<file path="src/rx_queue_pointer_defs.svh">
// Offsets, field layout and reset values of the receive queue pointer registers
`ifndef RX_QUEUE_POINTER_DEFS_SVH
`define RX_QUEUE_POINTER_DEFS_SVH

`define SMALL_FREE_QUEUE_END_ADDR      12'h2b4
`define READY_QUEUE_START_ADDR         12'h2b8
`define READY_QUEUE_WRITE_POINTER_ADDR 12'h2bc
`define READY_QUEUE_READ_POINTER_ADDR  12'h2c0
`define READY_QUEUE_END_ADDR           12'h2c4
`define PTR_FIELD_WIDTH                16
`define PTR_WORD_SHIFT                 2
`define PTR_RESET_VALUE                16'h0000
`define UNUSED_READ_VALUE              16'h0000
`define PTR_COUNT                      5

`endif

</file>
<file path="src/rx_queue_pointer_pkg.sv">
// Types shared by the receive queue pointer register bank
package rx_queue_pointer_pkg;
	typedef logic [15:0] offset_type;
	typedef struct packed {
		logic        sel;
		logic        wr;
		logic [3:0]  byteLaneEnables;
		logic [11:0] addr;
		logic [31:0] wdata;
	} host_access_type;
	typedef struct packed {
		logic [31:0] smallFreeQueueEnd;
		logic [31:0] readyQueueStart;
		logic [31:0] readyQueueWrite;
		logic [31:0] readyQueueRead;
		logic [31:0] readyQueueEnd;
	} queue_addresses_type;
endpackage

</file>
<file path="src/pointer_register.sv">
// One 16-bit queue offset register with its physical address
`timescale 1ns/1ps
`include "rx_queue_pointer_defs.svh"
module pointer_register
	import rx_queue_pointer_pkg::*;
(
	input  wire logic        clk,
	input  wire logic        rstn,
	input  wire logic        load,
	input  wire offset_type  newValue,
	input  wire logic [31:0] receiveQueueBase,
	output offset_type       value,
	output logic [31:0]      physAddr
);
	offset_type  value_d;
	logic [31:0] physAddr_d;

	always_comb begin
		value_d = load ? newValue : value;
		physAddr_d = receiveQueueBase + {14'h0000, value_d, 2'h0};
	end

	always_ff @(posedge clk) begin
		if (!rstn) begin
			value    <= `PTR_RESET_VALUE;
			physAddr <= 32'h0000_0000;
		end else begin
			value    <= value_d;
			physAddr <= physAddr_d;
		end
	end
endmodule

</file>
<file path="src/rx_descriptor_queue_pointers.sv">
// Receive descriptor queue pointer registers on the host register port
`timescale 1ns/1ps
`include "rx_queue_pointer_defs.svh"

module rx_descriptor_queue_pointers
	import rx_queue_pointer_pkg::*;
(
	input  wire logic             clk,
	input  wire logic             rstn,
	input  wire host_access_type  hostAccess,
	input  wire logic [31:0]      receiveQueueBase,
	output logic [31:0]           readData,
	output logic                  readValid,
	output queue_addresses_type   queueAddresses
);
	// ----------------------------------------
	// Decode
	// ----------------------------------------
	offset_type  values [`PTR_COUNT];
	logic [31:0] phys   [`PTR_COUNT];
	logic [`PTR_COUNT-1:0] hit;
	logic        accessOk;
	logic [31:0] readData_d;
	logic        readValid_d;

	// All lanes off means the cycle is no access at all
	assign accessOk = hostAccess.sel && (hostAccess.byteLaneEnables != 4'h0);

	always_comb begin
		hit[0] = hostAccess.addr == `SMALL_FREE_QUEUE_END_ADDR;
		hit[1] = hostAccess.addr == `READY_QUEUE_START_ADDR;
		hit[2] = hostAccess.addr == `READY_QUEUE_WRITE_POINTER_ADDR;
		hit[3] = hostAccess.addr == `READY_QUEUE_READ_POINTER_ADDR;
		hit[4] = hostAccess.addr == `READY_QUEUE_END_ADDR;
	end

	// ----------------------------------------
	// Registers
	// ----------------------------------------
	// Any enabled lane loads all 16 bits; upper half dropped
	for (genvar i = 0; i < `PTR_COUNT; i++) begin : g_ptr
		pointer_register u_reg (
			.clk              (clk),
			.rstn             (rstn),
			.load             (accessOk && hostAccess.wr && hit[i]),
			.newValue         (hostAccess.wdata[15:0]),
			.receiveQueueBase (receiveQueueBase),
			.value            (values[i]),
			.physAddr         (phys[i])
		);
	end

	// Outputs already registered inside each pointer
	always_comb begin
		queueAddresses.smallFreeQueueEnd = phys[0];
		queueAddresses.readyQueueStart   = phys[1];
		queueAddresses.readyQueueWrite   = phys[2];
		queueAddresses.readyQueueRead    = phys[3];
		queueAddresses.readyQueueEnd     = phys[4];
	end

	// ----------------------------------------
	// Read path
	// ----------------------------------------
	always_comb begin
		readData_d  = 32'h0000_0000;
		readValid_d = accessOk && !hostAccess.wr;
		for (int k = 0; k < `PTR_COUNT; k++) begin
			if (hit[k]) begin
				readData_d = {`UNUSED_READ_VALUE, values[k]};
			end
		end
	end

	always_ff @(posedge clk) begin
		if (!rstn) begin
			readData  <= 32'h0000_0000;
			readValid <= 1'b0;
		end else begin
			readData  <= readData_d;
			readValid <= readValid_d;
		end
	end

	// ----------------------------------------
	// Checks
	// ----------------------------------------
	a_write_loads: assert property (@(posedge clk) disable iff (!rstn)
		accessOk && hostAccess.wr && hit[2] |=> values[2] == $past(hostAccess.wdata[15:0]))
		else $error("ready write pointer not loaded");
	a_no_lanes_hold: assert property (@(posedge clk) disable iff (!rstn)
		hostAccess.sel && hostAccess.byteLaneEnables == 4'h0 |=> $stable(values[3]))
		else $error("pointer changed without byte lanes");
	// Address flop sees last cycle's base with this cycle's offset
	a_end_address: assert property (@(posedge clk) disable iff (!rstn)
		$past(rstn) |->
		queueAddresses.readyQueueEnd == $past(receiveQueueBase) + {14'h0000, values[4], 2'h0})
		else $error("ready end address wrong");
	a_small_end_addr: assert property (@(posedge clk) disable iff (!rstn)
		$past(rstn) |->
		queueAddresses.smallFreeQueueEnd == $past(receiveQueueBase) + {14'h0000, values[0], 2'h0})
		else $error("small free end address wrong");
	a_read_upper_zero: assert property (@(posedge clk) disable iff (!rstn)
		readValid |-> readData[31:16] == 16'h0000)
		else $error("unused bits not zero");
	a_read_answer: assert property (@(posedge clk) disable iff (!rstn)
		accessOk && !hostAccess.wr && hit[3] |=> readValid && readData[15:0] == values[3])
		else $error("read pointer readback wrong");
	a_start_readback: assert property (@(posedge clk) disable iff (!rstn)
		accessOk && hostAccess.wr && hit[1] ##2 accessOk && !hostAccess.wr && hit[1]
		|=> readData[15:0] == $past(hostAccess.wdata[15:0], 3))
		else $error("start offset readback wrong");
	a_reset_zero: assert property (@(posedge clk)
		!rstn |=> values[0] == 16'h0000 && values[4] == 16'h0000)
		else $error("pointer not reset to zero");

	// ----------------------------------------
	// Load and hold checks
	// ----------------------------------------
	a_small_end_loads: assert property (@(posedge clk) disable iff (!rstn)
		accessOk && hostAccess.wr && hit[0]
		|=> values[0] == $past(hostAccess.wdata[15:0]))
		else $error("small free end offset not loaded");
	a_start_loads: assert property (@(posedge clk) disable iff (!rstn)
		accessOk && hostAccess.wr && hit[1]
		|=> values[1] == $past(hostAccess.wdata[15:0]))
		else $error("ready start offset not loaded");
	a_read_ptr_loads: assert property (@(posedge clk) disable iff (!rstn)
		accessOk && hostAccess.wr && hit[3]
		|=> values[3] == $past(hostAccess.wdata[15:0]))
		else $error("ready read pointer not loaded");
	a_end_loads: assert property (@(posedge clk) disable iff (!rstn)
		accessOk && hostAccess.wr && hit[4]
		|=> values[4] == $past(hostAccess.wdata[15:0]))
		else $error("ready end offset not loaded");
	a_no_lanes_small: assert property (@(posedge clk) disable iff (!rstn)
		hostAccess.sel && hostAccess.byteLaneEnables == 4'h0
		|=> $stable(values[0]))
		else $error("small free end changed without lanes");
	a_no_lanes_start: assert property (@(posedge clk) disable iff (!rstn)
		hostAccess.sel && hostAccess.byteLaneEnables == 4'h0
		|=> $stable(values[1]))
		else $error("ready start changed without lanes");
	a_no_lanes_write: assert property (@(posedge clk) disable iff (!rstn)
		hostAccess.sel && hostAccess.byteLaneEnables == 4'h0
		|=> $stable(values[2]))
		else $error("ready write changed without lanes");
	a_no_lanes_end: assert property (@(posedge clk) disable iff (!rstn)
		hostAccess.sel && hostAccess.byteLaneEnables == 4'h0
		|=> $stable(values[4]))
		else $error("ready end changed without lanes");
	a_unmapped_hold: assert property (@(posedge clk) disable iff (!rstn)
		accessOk && hostAccess.wr && hit == 5'h00
		|=> $stable(values[0]) && $stable(values[4]))
		else $error("unmapped write changed a pointer");

	// ----------------------------------------
	// Address and read checks
	// ----------------------------------------
	a_start_address: assert property (@(posedge clk) disable iff (!rstn)
		$past(rstn) |->
		queueAddresses.readyQueueStart == $past(receiveQueueBase) + {14'h0000, values[1], 2'h0})
		else $error("ready start address wrong");
	a_write_address: assert property (@(posedge clk) disable iff (!rstn)
		$past(rstn) |->
		queueAddresses.readyQueueWrite == $past(receiveQueueBase) + {14'h0000, values[2], 2'h0})
		else $error("ready write address wrong");
	a_read_address: assert property (@(posedge clk) disable iff (!rstn)
		$past(rstn) |->
		queueAddresses.readyQueueRead == $past(receiveQueueBase) + {14'h0000, values[3], 2'h0})
		else $error("ready read address wrong");
	a_small_readback: assert property (@(posedge clk) disable iff (!rstn)
		accessOk && !hostAccess.wr && hit[0]
		|=> readValid && readData[15:0] == values[0])
		else $error("small free end readback wrong");
	a_start_read: assert property (@(posedge clk) disable iff (!rstn)
		accessOk && !hostAccess.wr && hit[1]
		|=> readValid && readData[15:0] == values[1])
		else $error("ready start readback wrong");
	a_write_readback: assert property (@(posedge clk) disable iff (!rstn)
		accessOk && !hostAccess.wr && hit[2]
		|=> readValid && readData[15:0] == values[2])
		else $error("ready write readback wrong");
	a_end_readback: assert property (@(posedge clk) disable iff (!rstn)
		accessOk && !hostAccess.wr && hit[4]
		|=> readValid && readData[15:0] == values[4])
		else $error("ready end readback wrong");
	a_unmapped_read: assert property (@(posedge clk) disable iff (!rstn)
		accessOk && !hostAccess.wr && hit == 5'h00
		|=> readValid && readData == 32'h0000_0000)
		else $error("unmapped read not zero");
	a_no_lanes_read: assert property (@(posedge clk) disable iff (!rstn)
		hostAccess.sel && hostAccess.byteLaneEnables == 4'h0
		|=> !readValid)
		else $error("read answered without lanes");
	a_write_silent: assert property (@(posedge clk) disable iff (!rstn)
		hostAccess.sel && hostAccess.wr
		|=> !readValid)
		else $error("write produced read strobe");
	a_valid_cause: assert property (@(posedge clk) disable iff (!rstn)
		readValid
		|-> $past(accessOk && !hostAccess.wr))
		else $error("read strobe without read");
	a_reset_read: assert property (@(posedge clk)
		!rstn
		|=> !readValid && readData == 32'h0000_0000)
		else $error("read port not reset");
	a_reset_address: assert property (@(posedge clk)
		!rstn
		|=> queueAddresses.readyQueueStart == 32'h0000_0000)
		else $error("address not reset");
endmodule

</file>
<file path="config.mk">
export PLATFORM = sky130hd
export DESIGN_NAME = rx_descriptor_queue_pointers
export DESIGN_NICKNAME = d
export VERILOG_FILES = /design/src/rx_queue_pointer_pkg.sv /design/src/pointer_register.sv /design/src/rx_descriptor_queue_pointers.sv
export VERILOG_INCLUDE_DIRS = /design/src /design/src/src
export SDC_FILE = /design/constraint.sdc
export NUM_CORES = 1
export LEC_CHECK = 0
export ABC_AREA = 1
export BUFFER_PORTS_ARGS = -buffer_cell sky130_fd_sc_hd__buf_2
export CAP_MARGIN = 5
export CORE_AREA = 5 5 181 183
export CTS_CLUSTER_DIAMETER = 30
export DETAILED_ROUTE_END_ITERATION = 12
export DIE_AREA = 0 0 186 188
export PLACE_DENSITY = 0.74
export SYNTH_ARGS = -nofsm -noshare
export SYNTH_HDL_FRONTEND = slang
export SYNTH_SLANG_ARGS = --single-unit
</file>
<file path="constraint.sdc">
create_clock -name clk -period 2.85 [get_ports clk]
set_input_delay 0.57 -clock clk [delete_from_list [all_inputs] [get_ports clk]]
set_output_delay 0.57 -clock clk [all_outputs]
set_load 0.01 [all_outputs]
</file>
==> results of run 1 <==
-- layer usage --
metal	vias up	track usage [%]	routed length [µm]
met4	0	12.7	2520
li1	8894	-	-
met5	-	0	0
met3	160	5.18	5510
met2	893	53.7	28500
met1	8397	43.0	24600
-- worst max-delay path: cells and delay by family --
kind / cells / cell delay (ps)
buf+inv: 5 / 540
compound gates: 2 / 220
simple gates: 12 / 1630
fa+ha+maj: 1 / 320
-- power breakdown --
part,internal (mW),switching (mW)
clock,4.17,2.26
sequential,3.60,0.0331
combinational,0.407,0.683
-- worst max path at each step --
stage,from,end,slack [ps],cells after the start
after floorplan,hostAccess[33],g_ptr[1].u_reg.physAddr[28],-110,21
after global placement,hostAccess[43],g_ptr[2].u_reg.physAddr[26],-530,20
after detailed placement,hostAccess[38],g_ptr[2].u_reg.physAddr[26],-580,20
after CTS,hostAccess[38],g_ptr[0].u_reg.physAddr[14],20,15
after global routing,hostAccess[38],g_ptr[0].u_reg.physAddr[27],-110,19
final,hostAccess[38],g_ptr[2].u_reg.physAddr[28],4,20
-- sequential cells by signal, indices dropped and copies added, names as in the netlist --
name and count:
g_ptr.u_reg.value 80, g_ptr.u_reg.physAddr 152, readData 16, readValid 1
-- cell families (layout without fill, tap and decap cells) --
kind of cell / Yosys count / after routing / synth area share [%]
flops: 249 / 249 / 32.8
compound gates: 382 / 382 / 14.3
buf+inv: 367 / 992 / 10.3
simple gates: 1302 / 1302 / 35.2
other cells: 1 / 16 / 0.0247
fa+ha+maj: 85 / 85 / 7.26
xor+xnor: 2 / 2 / 0.115
-- per-stage QoR --
step / cells / instance area (µm²)
2_1_floorplan: 2403 / 15400
3_3_place_gp: 3305 / 19300
3_5_place_dp: 3305 / 19300
4_1_cts: 3404 / 21200
5_1_grt: 3430 / 22000
6_report: 3430 / 22000
-- repair_timing --
action / in CTS / in global routing
resized for setup: 1 / 149
setup buffers: 0 / 20
setup endpoints to repair: 2 / 92
cloned: 0 / 6
pin swaps: 0 / 47
-- Yosys cell counts, drive strengths merged --
| master | number | area, µm² |
|---|---|---|
| o21bai | 9 | 67.6 |
| o21a | 2 | 15.0 |
| nand2 | 702 | 2640 |
| xor2 | 2 | 17.5 |
| a211oi | 63 | 523 |
| nor3 | 21 | 133 |
| nand3b | 8 | 60.1 |
| a21o | 3 | 22.5 |
| clkbuf | 39 | 146 |
| and3 | 2 | 12.5 |
| clkinv | 5 | 18.8 |
| a21oi | 214 | 1070 |
| fa | 5 | 100 |
| or2 | 7 | 43.8 |
| a21boi | 3 | 22.5 |
| dfxtp | 249 | 4980 |
| ha | 80 | 1000 |
| a31oi | 1 | 6.26 |
| and2 | 6 | 37.5 |
| inv | 263 | 987 |
| o21ai | 87 | 435 |
| nor2 | 338 | 1300 |
| nand3 | 198 | 991 |
| conb | 1 | 3.75 |
| nor3b | 1 | 7.51 |
| buf | 60 | 405 |
| nand4 | 19 | 119 |
-- cell type report --
cell class	instances	share of cell area (%)
timing repair buffer	625	19.4
clock buffer	57	6.13
multi-input combinational	1787	42.5
inverter	268	4.58
clock inverter	42	2.48
tap	402	2.28
sequential	249	22.6
==> flow_metrics.py, run 1 <==
metrics = {
    "clocking": {
        "clock-sinks": 249,
        "clk-insertion-delay-late_ps": 590,
        "cts-htree-levels": 2,
        "root_buffer": "clkbuf_16",
        "cts_tree": "built",
        "numCtsBuffers": 53,
        "path_clk_slew_ps": 50,
        "holdBufCountCts": 0,
        "cts_max_path_buffers": 3,
    },
    "hold_path": {
        "hp-class": "in2reg",
        "worstHoldStart": "receiveQueueBase[1]",
        "hold_path_end": "g_ptr[0].u_reg.physAddr[1]",
        "holdPathStages": 3,
    },
    "grt": {
        "grt_usage_pct": 32.7,
        "grt_pass1_vias": 17100,
        "gr-total-overflow": 0,
        "grt_max_degree": 70,
        "grt_pass1_wl_um": 90100,
        "antenna_found_initial": 0,
    },
    "cells_and_area": {
        "regArea_um2": 4980,
        "fin_util_pct": 70.9,
        "fillCellCount": 2600,
        "num_antenna_cells": 0,
        "mostFrequentLayoutCells": "nand2_1 (665), buf_4 (365), nor2_1 (309), inv_1 (254), dfxtp_1 (249)",
        "mostFrequentLayoutCell": "nand2_1",
        "drive_gt1_share_pct": 29.7,
        "area_growth_pct": 45.2,
        "multi_input_area_um2": 9360,
        "nets": 3153,
    },
    "yosys": {
        "ys_seq_area_share_pct": 32.8,
        "synth.avg_cell_area_um2": 6.35,
        "ys_warn_count": 0,
        "netlist_area_um2": 15200,
        "synth-seq-cells": 249,
        "postSynthCellCount": 2388,
        "synth.distinct_cells": 38,
    },
    "setup_path": {
        "slowest_stage": "nand3b_1",
        "required_ps": 3290,
        "crit_chain": "buf_2, inv_1, nand4_1, nor2_4, nand2_2, nor2_4, buf_12, buf_12, nor2_1, a21oi_1, ha_1, nand2_1, nand2_1, inv_1, nand2_2, nand3b_1, nand2_2, nand2_1, nand2_1, a21oi_1",
        "cp-start-kind": "input port",
        "crit_path_max_fanout": 11,
        "worstSetupPathType": "in2reg",
        "critPathMaxStageDelay_ps": 360,
        "r2r_cells": 12,
        "cp-end-kind": "flip-flop",
        "crit_arrival_ps": 3280,
        "rr_endpoint": "g_ptr[0].u_reg.physAddr[30]",
        "r2r_start": "g_ptr[0].u_reg.value[0]",
        "r2r_slack_ps": 590,
        "path_common_cell": "nand2_1",
    },
    "die": {
        "boundaryPins": 277,
        "coreArea_um2": 31100,
        "start_util_pct": 48.8,
        "die_w_um": 186,
        "num_rows": 65,
        "dieArea_um2": 35000,
        "die_y_um": 188,
    },
    "timing": {
        "holdWs_ps": 175,
        "rsz0062_at_grt": "yes",
        "hold_violations": 0,
        "fin_setup_tns_ps": 0,
        "fin_crit_ps": 2850,
        "finalSetupViolCount": 0,
        "finalMaxSlewViolations": 0,
        "finalCritPeriodShare_pct": 99.8,
        "setup_slack_ps": 4.34,
        "fin_skew_ps": 20.8,
        "tightest_slew_ps": 541,
        "slew_headroom_pct": 64.0,
        "fmax_ghz": 0.351,
    },
    "route": {
        "avgRoutedWirePerCell_um": 17.8,
        "dr.pass1.iters": 6,
        "drtIter0Drc": 2031,
        "via_per_inst": 5.35,
        "route.detailed.drc": 0,
        "routed_wl_um": 61100,
        "vias": 18300,
        "drt.antenna.violating_nets": 0,
    },
    "placed_design": {
        "dp_slack_ps": -576,
        "port_buffers": 244,
        "gp_congestion": 0.980,
        "hpwlAfterDp_um": 46600,
    },
    "power_and_ir_drop": {
        "vdd_drop_max_mv": 0.507,
        "leakage_nw": 11.8,
        "p_per_area_nw_per_um2": 506,
        "total_power_mw": 11.2,
    },
    "outcome": {
        "status": "completed",
    },
    "flow_run": {
        "cap_violations": 0,
    },
}
(Power assumes the default switching activity.)
==> run 2: changes to the inputs <==
- CORE_AREA: 5 5 181 183 -> 5 5 253 132
- DIE_AREA: 0 0 186 188 -> 0 0 258 137
==> run 2 against run 1 <==
Effect of this change:
- highest routed layer is now met5
- clock skew is essentially flat
- core utilization rose by 2.3 points
- non-clock buffer count is 40 higher
- the run now ends with negative setup slack left
==> flow_metrics.py, run 2 (synthesized netlist as in run 1, its figures left out) <==
metrics = {
    "grt": {
        "grt_pass1_vias": 17100,
        "gr-total-overflow": 0,
        "grt_max_degree": 151,
        "grt_usage_pct": 36.6,
        "grt_pass1_wl_um": 97900,
        "antenna_found_initial": 0,
    },
    "clocking": {
        "clk-insertion-delay-late_ps": 550,
        "cts-htree-levels": 2,
        "cts_max_path_buffers": 3,
        "cts_tree": "built",
        "holdBufCountCts": 0,
        "root_buffer": "clkbuf_16",
        "numCtsBuffers": 37,
        "clock-sinks": 249,
        "path_clk_slew_ps": 60,
    },
    "timing": {
        "tightest_slew_ps": 761,
        "fin_skew_ps": 20.9,
        "finalSetupViolCount": 3,
        "slew_headroom_pct": 49.3,
        "finalCritPeriodShare_pct": 101,
        "fin_crit_ps": 2880,
        "hold_violations": 0,
        "rsz0062_at_grt": "yes",
        "setup_slack_ps": -29.9,
        "fmax_ghz": 0.347,
        "finalMaxSlewViolations": 0,
    },
    "cells_and_area": {
        "fin_util_pct": 73.3,
        "num_antenna_cells": 0,
        "design_area_um2": 22700,
        "drive_gt1_share_pct": 35.5,
        "area_growth_pct": 49.8,
        "mostFrequentLayoutCell": "nand2_1",
        "largest-register": "g_ptr.u_reg.physAddr",
        "nets": 3177,
        "mostFrequentLayoutCells": "nand2_1 (601), buf_4 (376), nor2_1 (279), inv_1 (251), dfxtp_1 (249)",
        "largest_reg_flops": 152,
        "top_regs": "g_ptr.u_reg.physAddr (152), g_ptr.u_reg.value (80), readData (16)",
    },
    "setup_path": {
        "r2r_cells": 12,
        "cp-end-kind": "flip-flop",
        "path_common_cell": "nand2_1",
        "crit_path_max_fanout": 16,
        "slowest_stage": "ha_2",
        "crit_chain": "buf_2, inv_1, nand4_1, nor2_4, buf_4, nand2_2, nor2_4, inv_6, nand2_1, nand2_1, ha_2, nand2_1, nor2_2, nand2_1, nor2_1, nand2_1, nand3_4, nand3_1, nand2_1, nor2_1",
        "cp-start-kind": "input port",
        "required_ps": 3290,
        "crit_arrival_ps": 3320,
        "worstSetupPathType": "in2reg",
        "critPathMaxStageDelay_ps": 410,
    },
    "route": {
        "via_per_inst": 5.57,
        "vias": 19200,
        "avgRoutedWirePerCell_um": 20.8,
        "dr.pass1.iters": 9,
        "drtIter0Drc": 2232,
        "routed_wl_um": 71500,
        "route.detailed.drc": 0,
        "drt.antenna.violating_nets": 0,
    },
    "power_and_ir_drop": {
        "vdd_drop_max_mv": 0.442,
        "combPwrFrac_pct": 13.0,
        "pwr-share-seq_pct": 37.4,
        "p_per_area_nw_per_um2": 427,
        "clkPwrFrac_pct": 49.6,
        "p_int_mw": 6.92,
        "p_sw_share_pct": 28.7,
        "leakage_nw": 11.9,
        "switching_power_mw": 2.79,
    },
    "die": {
        "dieArea_um2": 35300,
        "coreArea_um2": 31000,
        "die_y_um": 137,
        "boundaryPins": 277,
        "die_w_um": 258,
        "start_util_pct": 48.9,
        "num_rows": 46,
    },
    "placed_design": {
        "place_area_um2": 19400,
        "gp_congestion": 1.04,
        "port_buffers": 244,
        "hpwlAfterDp_um": 53600,
    },
    "flow_run": {
        "cap_violations": 0,
    },
    "outcome": {
        "status": "finished, violations left",
        "violations": "negative setup slack",
    },
    "hold_path": {
        "hp-class": "in2reg",
        "holdPathStages": 3,
    },
}
[run 2: changes by cell type in the layout (fill, tap and decap cells not counted), sizes merged]
cell      before  now
buf          620  655
clkinvlp       7    3
bufinv         7    3
inv          278  273
clkbuf        62   52
clkinv        18   15
[run 2: per-layer routing]
metal	wire [µm]	vias to the layer above	global-route usage (%)
li1	-	8943	-
met1	29500	8906	50.8
met2	28100	1177	49.4
met5	179	-	0
met4	1620	2	7.70
met3	12100	177	20.1
[run 2: worst max-delay path, delay by kind of cell]
kind / cells / cell delay [ps]
fa+ha+maj: 1 / 410
buf+inv: 4 / 410
simple gates: 15 / 1920
[run 2: worst paths after layout]
kind	startpoint	endpoint	slack [ps]
setup / recovery	hostAccess[38]	g_ptr[1].u_reg.physAddr[31]	-30
hold reg to reg	g_ptr[4].u_reg.value[6]	readData[6]	540
setup reg to reg	g_ptr[0].u_reg.value[0]	g_ptr[0].u_reg.physAddr[10]	530
hold / removal	receiveQueueBase[1]	g_ptr[0].u_reg.physAddr[1]	200
[run 2: per-stage QoR]
step                TNS, ps  hold slack [ps]  setup slack, ps  power (mW)  instances
floorplan             -1560              461             -111        4.21       2403
global placement     -47650              518             -553        4.78       3318
detailed placement   -57190              514             -660        4.80       3318
CTS                       0              199             7.96        9.54       3389
global route          -1370              204            -86.4        10.0       3445
finish                -32.1              203            -29.9        9.71       3445
[run 2: power by group through the flow]
stage / sequential [mW] / combinational, mW / clock [mW]
2_1_floorplan: 3.76 / 0.444 / 0
3_3_place_gp: 3.70 / 1.08 / 0
3_5_place_dp: 3.70 / 1.09 / 0
4_1_cts: 3.63 / 1.10 / 4.81
5_1_grt: 3.64 / 1.33 / 5.03
6_report: 3.63 / 1.26 / 4.82
[run 2: repair_timing]
item	CTS	global route
endpoints found under the setup margin	22	107
pin swaps	2	108
gates resized for setup	9	353
gates cloned	1	11
setup buffers	2	46
[run 2: area by class of cell]
class	instances	area, µm²
Clock inverter	26	324
Clock buffer	42	986
Sequential cell	249	4980
Multi-Input combinational cell	1787	10000
Inverter	268	1010
Timing Repair Buffer	665	4860
Fill cell	2407	8290
Tap cell	408	510
==> run 3: changes to the inputs <==
- TNS_END_PERCENT: default -> 5
==> run 3 against run 2 <==
Effect of this change:
- the flow still finishes with violations (negative setup slack)
- worst hold slack better by 4.3 ps
- clock-buffer cell count down 1
- first-iteration DRC count up 2.3%
- final cell count down 1.0%
- power down 0.63%
- sequential share of layout area up 0.92 points
- critical endpoint is now g_ptr[2].u_reg.physAddr[17]
- global-route usage down 0.95 points
- via count down 0.73%
==> flow_metrics.py, run 3 (synthesized netlist as in run 1, its figures left out) <==
metrics = {
    "timing": {
        "tightest_slew_ps": 692,
        "fin_crit_ps": 2930,
        "slew_headroom_pct": 53.8,
        "hold_violations": 0,
        "finalSetupViolCount": 12,
        "finalMaxSlewViolations": 0,
        "finalCritPeriodShare_pct": 103,
        "rsz0062_at_grt": "yes",
        "fmax_ghz": 0.341,
        "setup_slack_ps": -80.7,
        "holdWs_ps": 207,
        "fin_skew_ps": 28.2,
    },
    "clocking": {
        "numCtsBuffers": 38,
        "holdBufCountCts": 0,
        "clk-insertion-delay-late_ps": 560,
        "root_buffer": "clkbuf_16",
        "cts_max_path_buffers": 3,
        "path_clk_slew_ps": 60,
        "cts-htree-levels": 2,
        "cts_tree": "built",
        "clock-sinks": 249,
    },
    "grt": {
        "grt_usage_pct": 35.6,
        "gr-total-overflow": 0,
        "grt_pass1_wl_um": 95900,
        "grt_pass1_vias": 17000,
        "grt_max_degree": 76,
        "antenna_found_initial": 3,
    },
    "route": {
        "routed_wl_um": 68400,
        "drt.antenna.violating_nets": 0,
        "via_per_inst": 5.59,
        "dr.pass1.iters": 6,
        "avgRoutedWirePerCell_um": 20.0,
        "drtIter0Drc": 2283,
        "vias": 19100,
        "route.detailed.drc": 0,
    },
    "cells_and_area": {
        "largest-register": "g_ptr.u_reg.physAddr",
        "mostFrequentLayoutCells": "nand2_1 (638), buf_4 (352), nor2_1 (297), inv_1 (250), dfxtp_1 (249)",
        "largest_reg_flops": 152,
        "fillCellCount": 2554,
        "top_regs": "g_ptr.u_reg.physAddr (152), g_ptr.u_reg.value (80), readData (16)",
        "area_growth_pct": 43.7,
        "stdcell_count": 3410,
        "drive_gt1_share_pct": 31.4,
        "nets": 3142,
        "mostFrequentLayoutCell": "nand2_1",
    },
    "setup_path": {
        "r2r_slack_ps": 630,
        "rr_endpoint": "g_ptr[3].u_reg.physAddr[14]",
        "r2r_cells": 11,
        "crit_path_max_fanout": 6,
        "required_ps": 3290,
        "cp-start-kind": "input port",
        "cp-end-kind": "flip-flop",
        "crit_arrival_ps": 3370,
        "worstSetupPathType": "in2reg",
        "r2r_start": "g_ptr[3].u_reg.value[0]",
    },
    "placed_design": {
        "gp_congestion": 0.991,
        "hpwlAfterDp_um": 53000,
        "place_inst": 3313,
        "port_buffers": 244,
    },
    "hold_path": {
        "hp-class": "in2reg",
        "hold_path_end": "g_ptr[0].u_reg.physAddr[1]",
        "worstHoldStart": "receiveQueueBase[1]",
        "holdPathStages": 3,
    },
    "power_and_ir_drop": {
        "p_per_area_nw_per_um2": 442,
        "vdd_drop_max_mv": 0.620,
        "leakage_nw": 11.6,
    },
    "die": {
        "die_w_um": 258,
        "die_y_um": 137,
        "coreArea_um2": 31000,
        "num_rows": 46,
        "start_util_pct": 48.9,
        "dieArea_um2": 35300,
        "boundaryPins": 277,
    },
    "outcome": {
        "violations": "negative setup slack",
        "status": "finished, violations left",
    },
    "flow_run": {
        "cap_violations": 0,
    },
}
## run 3: changes by cell type in the layout (fill, tap and decap cells not counted), sizes merged
| cell | delta |
|---|---|
| bufinv | -1 |
| clkinv | +2 |
| buf | -30 |
| clkinvlp | -2 |
| diode | +1 |
| clkbuf | -8 |
| inv | +3 |
## run 3: through the flow
| stage | TNS, ps | setup slack (ps) | util, % | instance area, µm² | total power, mW |
|---|---|---|---|---|---|
| after floorplan | -2790 | -111 | - | 15300 | 4.21 |
| after global placement | -44440 | -495 | 62.5 | 19400 | 4.77 |
| after detailed placement | -55780 | -598 | 62.5 | 19400 | 4.79 |
| after CTS | 0 | 2.34 | 66.7 | 20700 | 9.55 |
| after global routing | -5840 | -189 | 70.3 | 21800 | 9.90 |
| final | -426 | -80.7 | 70.3 | 21800 | 9.65 |
## run 3: power by group
part	internal, mW	switching, mW	total (mW)
registers	3.60	0.0310	3.63
logic	0.435	0.767	1.20
clock network	2.83	1.99	4.82
total	6.86	2.79	9.65
## run 3: cell type report
class                   count  area (µm²)  area share (%)
repair buffers            628        4440            20.4
diodes                      1        2.50          0.0115
flip-flops and latches    249        4980            22.9
repair inverters            1        6.26          0.0287
multi-input cells        1787        9550            43.8
clock buffers              41        1000            4.60
clock inverters            27         298            1.37
well taps                 408         510            2.34
inverters                 268        1010            4.64
## run 3: timing repair
| action | 4_1_cts | 5_1_grt |
|---|---|---|
| cloned | 0 | 5 |
| resized for setup | 4 | 231 |
| pin swaps | 0 | 53 |
| buffers inserted | 0 | 23 |
| setup endpoints to repair | 7 | 114 |
## run 3: how the worst max path moves through the flow
| stage | cells past startpoint | startpoint | slack [ps] | end |
|---|---|---|---|---|
| 4_1_cts | 22 | hostAccess[38] | 2 | g_ptr[1].u_reg.physAddr[31] |
| 6_report | 21 | hostAccess[38] | -80 | g_ptr[2].u_reg.physAddr[17] |
| 3_5_place_dp | 22 | hostAccess[38] | -600 | g_ptr[2].u_reg.physAddr[30] |
| 5_1_grt | 21 | hostAccess[38] | -190 | g_ptr[2].u_reg.physAddr[17] |
| 2_1_floorplan | 21 | hostAccess[33] | -110 | g_ptr[1].u_reg.physAddr[28] |
| 3_3_place_gp | 23 | hostAccess[41] | -500 | g_ptr[2].u_reg.physAddr[26] |
## run 3: worst max-delay path: stages
cell and delay [ps]:
buf_2 110, inv_1 70, nand4_1 200, nor2_4 180, buf_6 130, nand2_1 90, nor2_4 200, clkbuf_16 200
nor2_1 70, a21oi_1 190, ha_1 310, nand2_1 80, nand2_1 90, a21oi_2 170, buf_4 150, nor2_1 40
nor2_1 80, nand2_1 110, o21ai_2 140, a21oi_2 50, buf_4 140
## run 3: metal layers
layer,up-vias,part of all wire (%),track usage (%)
li1,8874,-,-
met1,8871,43,50.2
met2,1157,39,49.4
met3,159,15,15.5
met4,4,2.6,8.89
met5,-,0.21,3.33
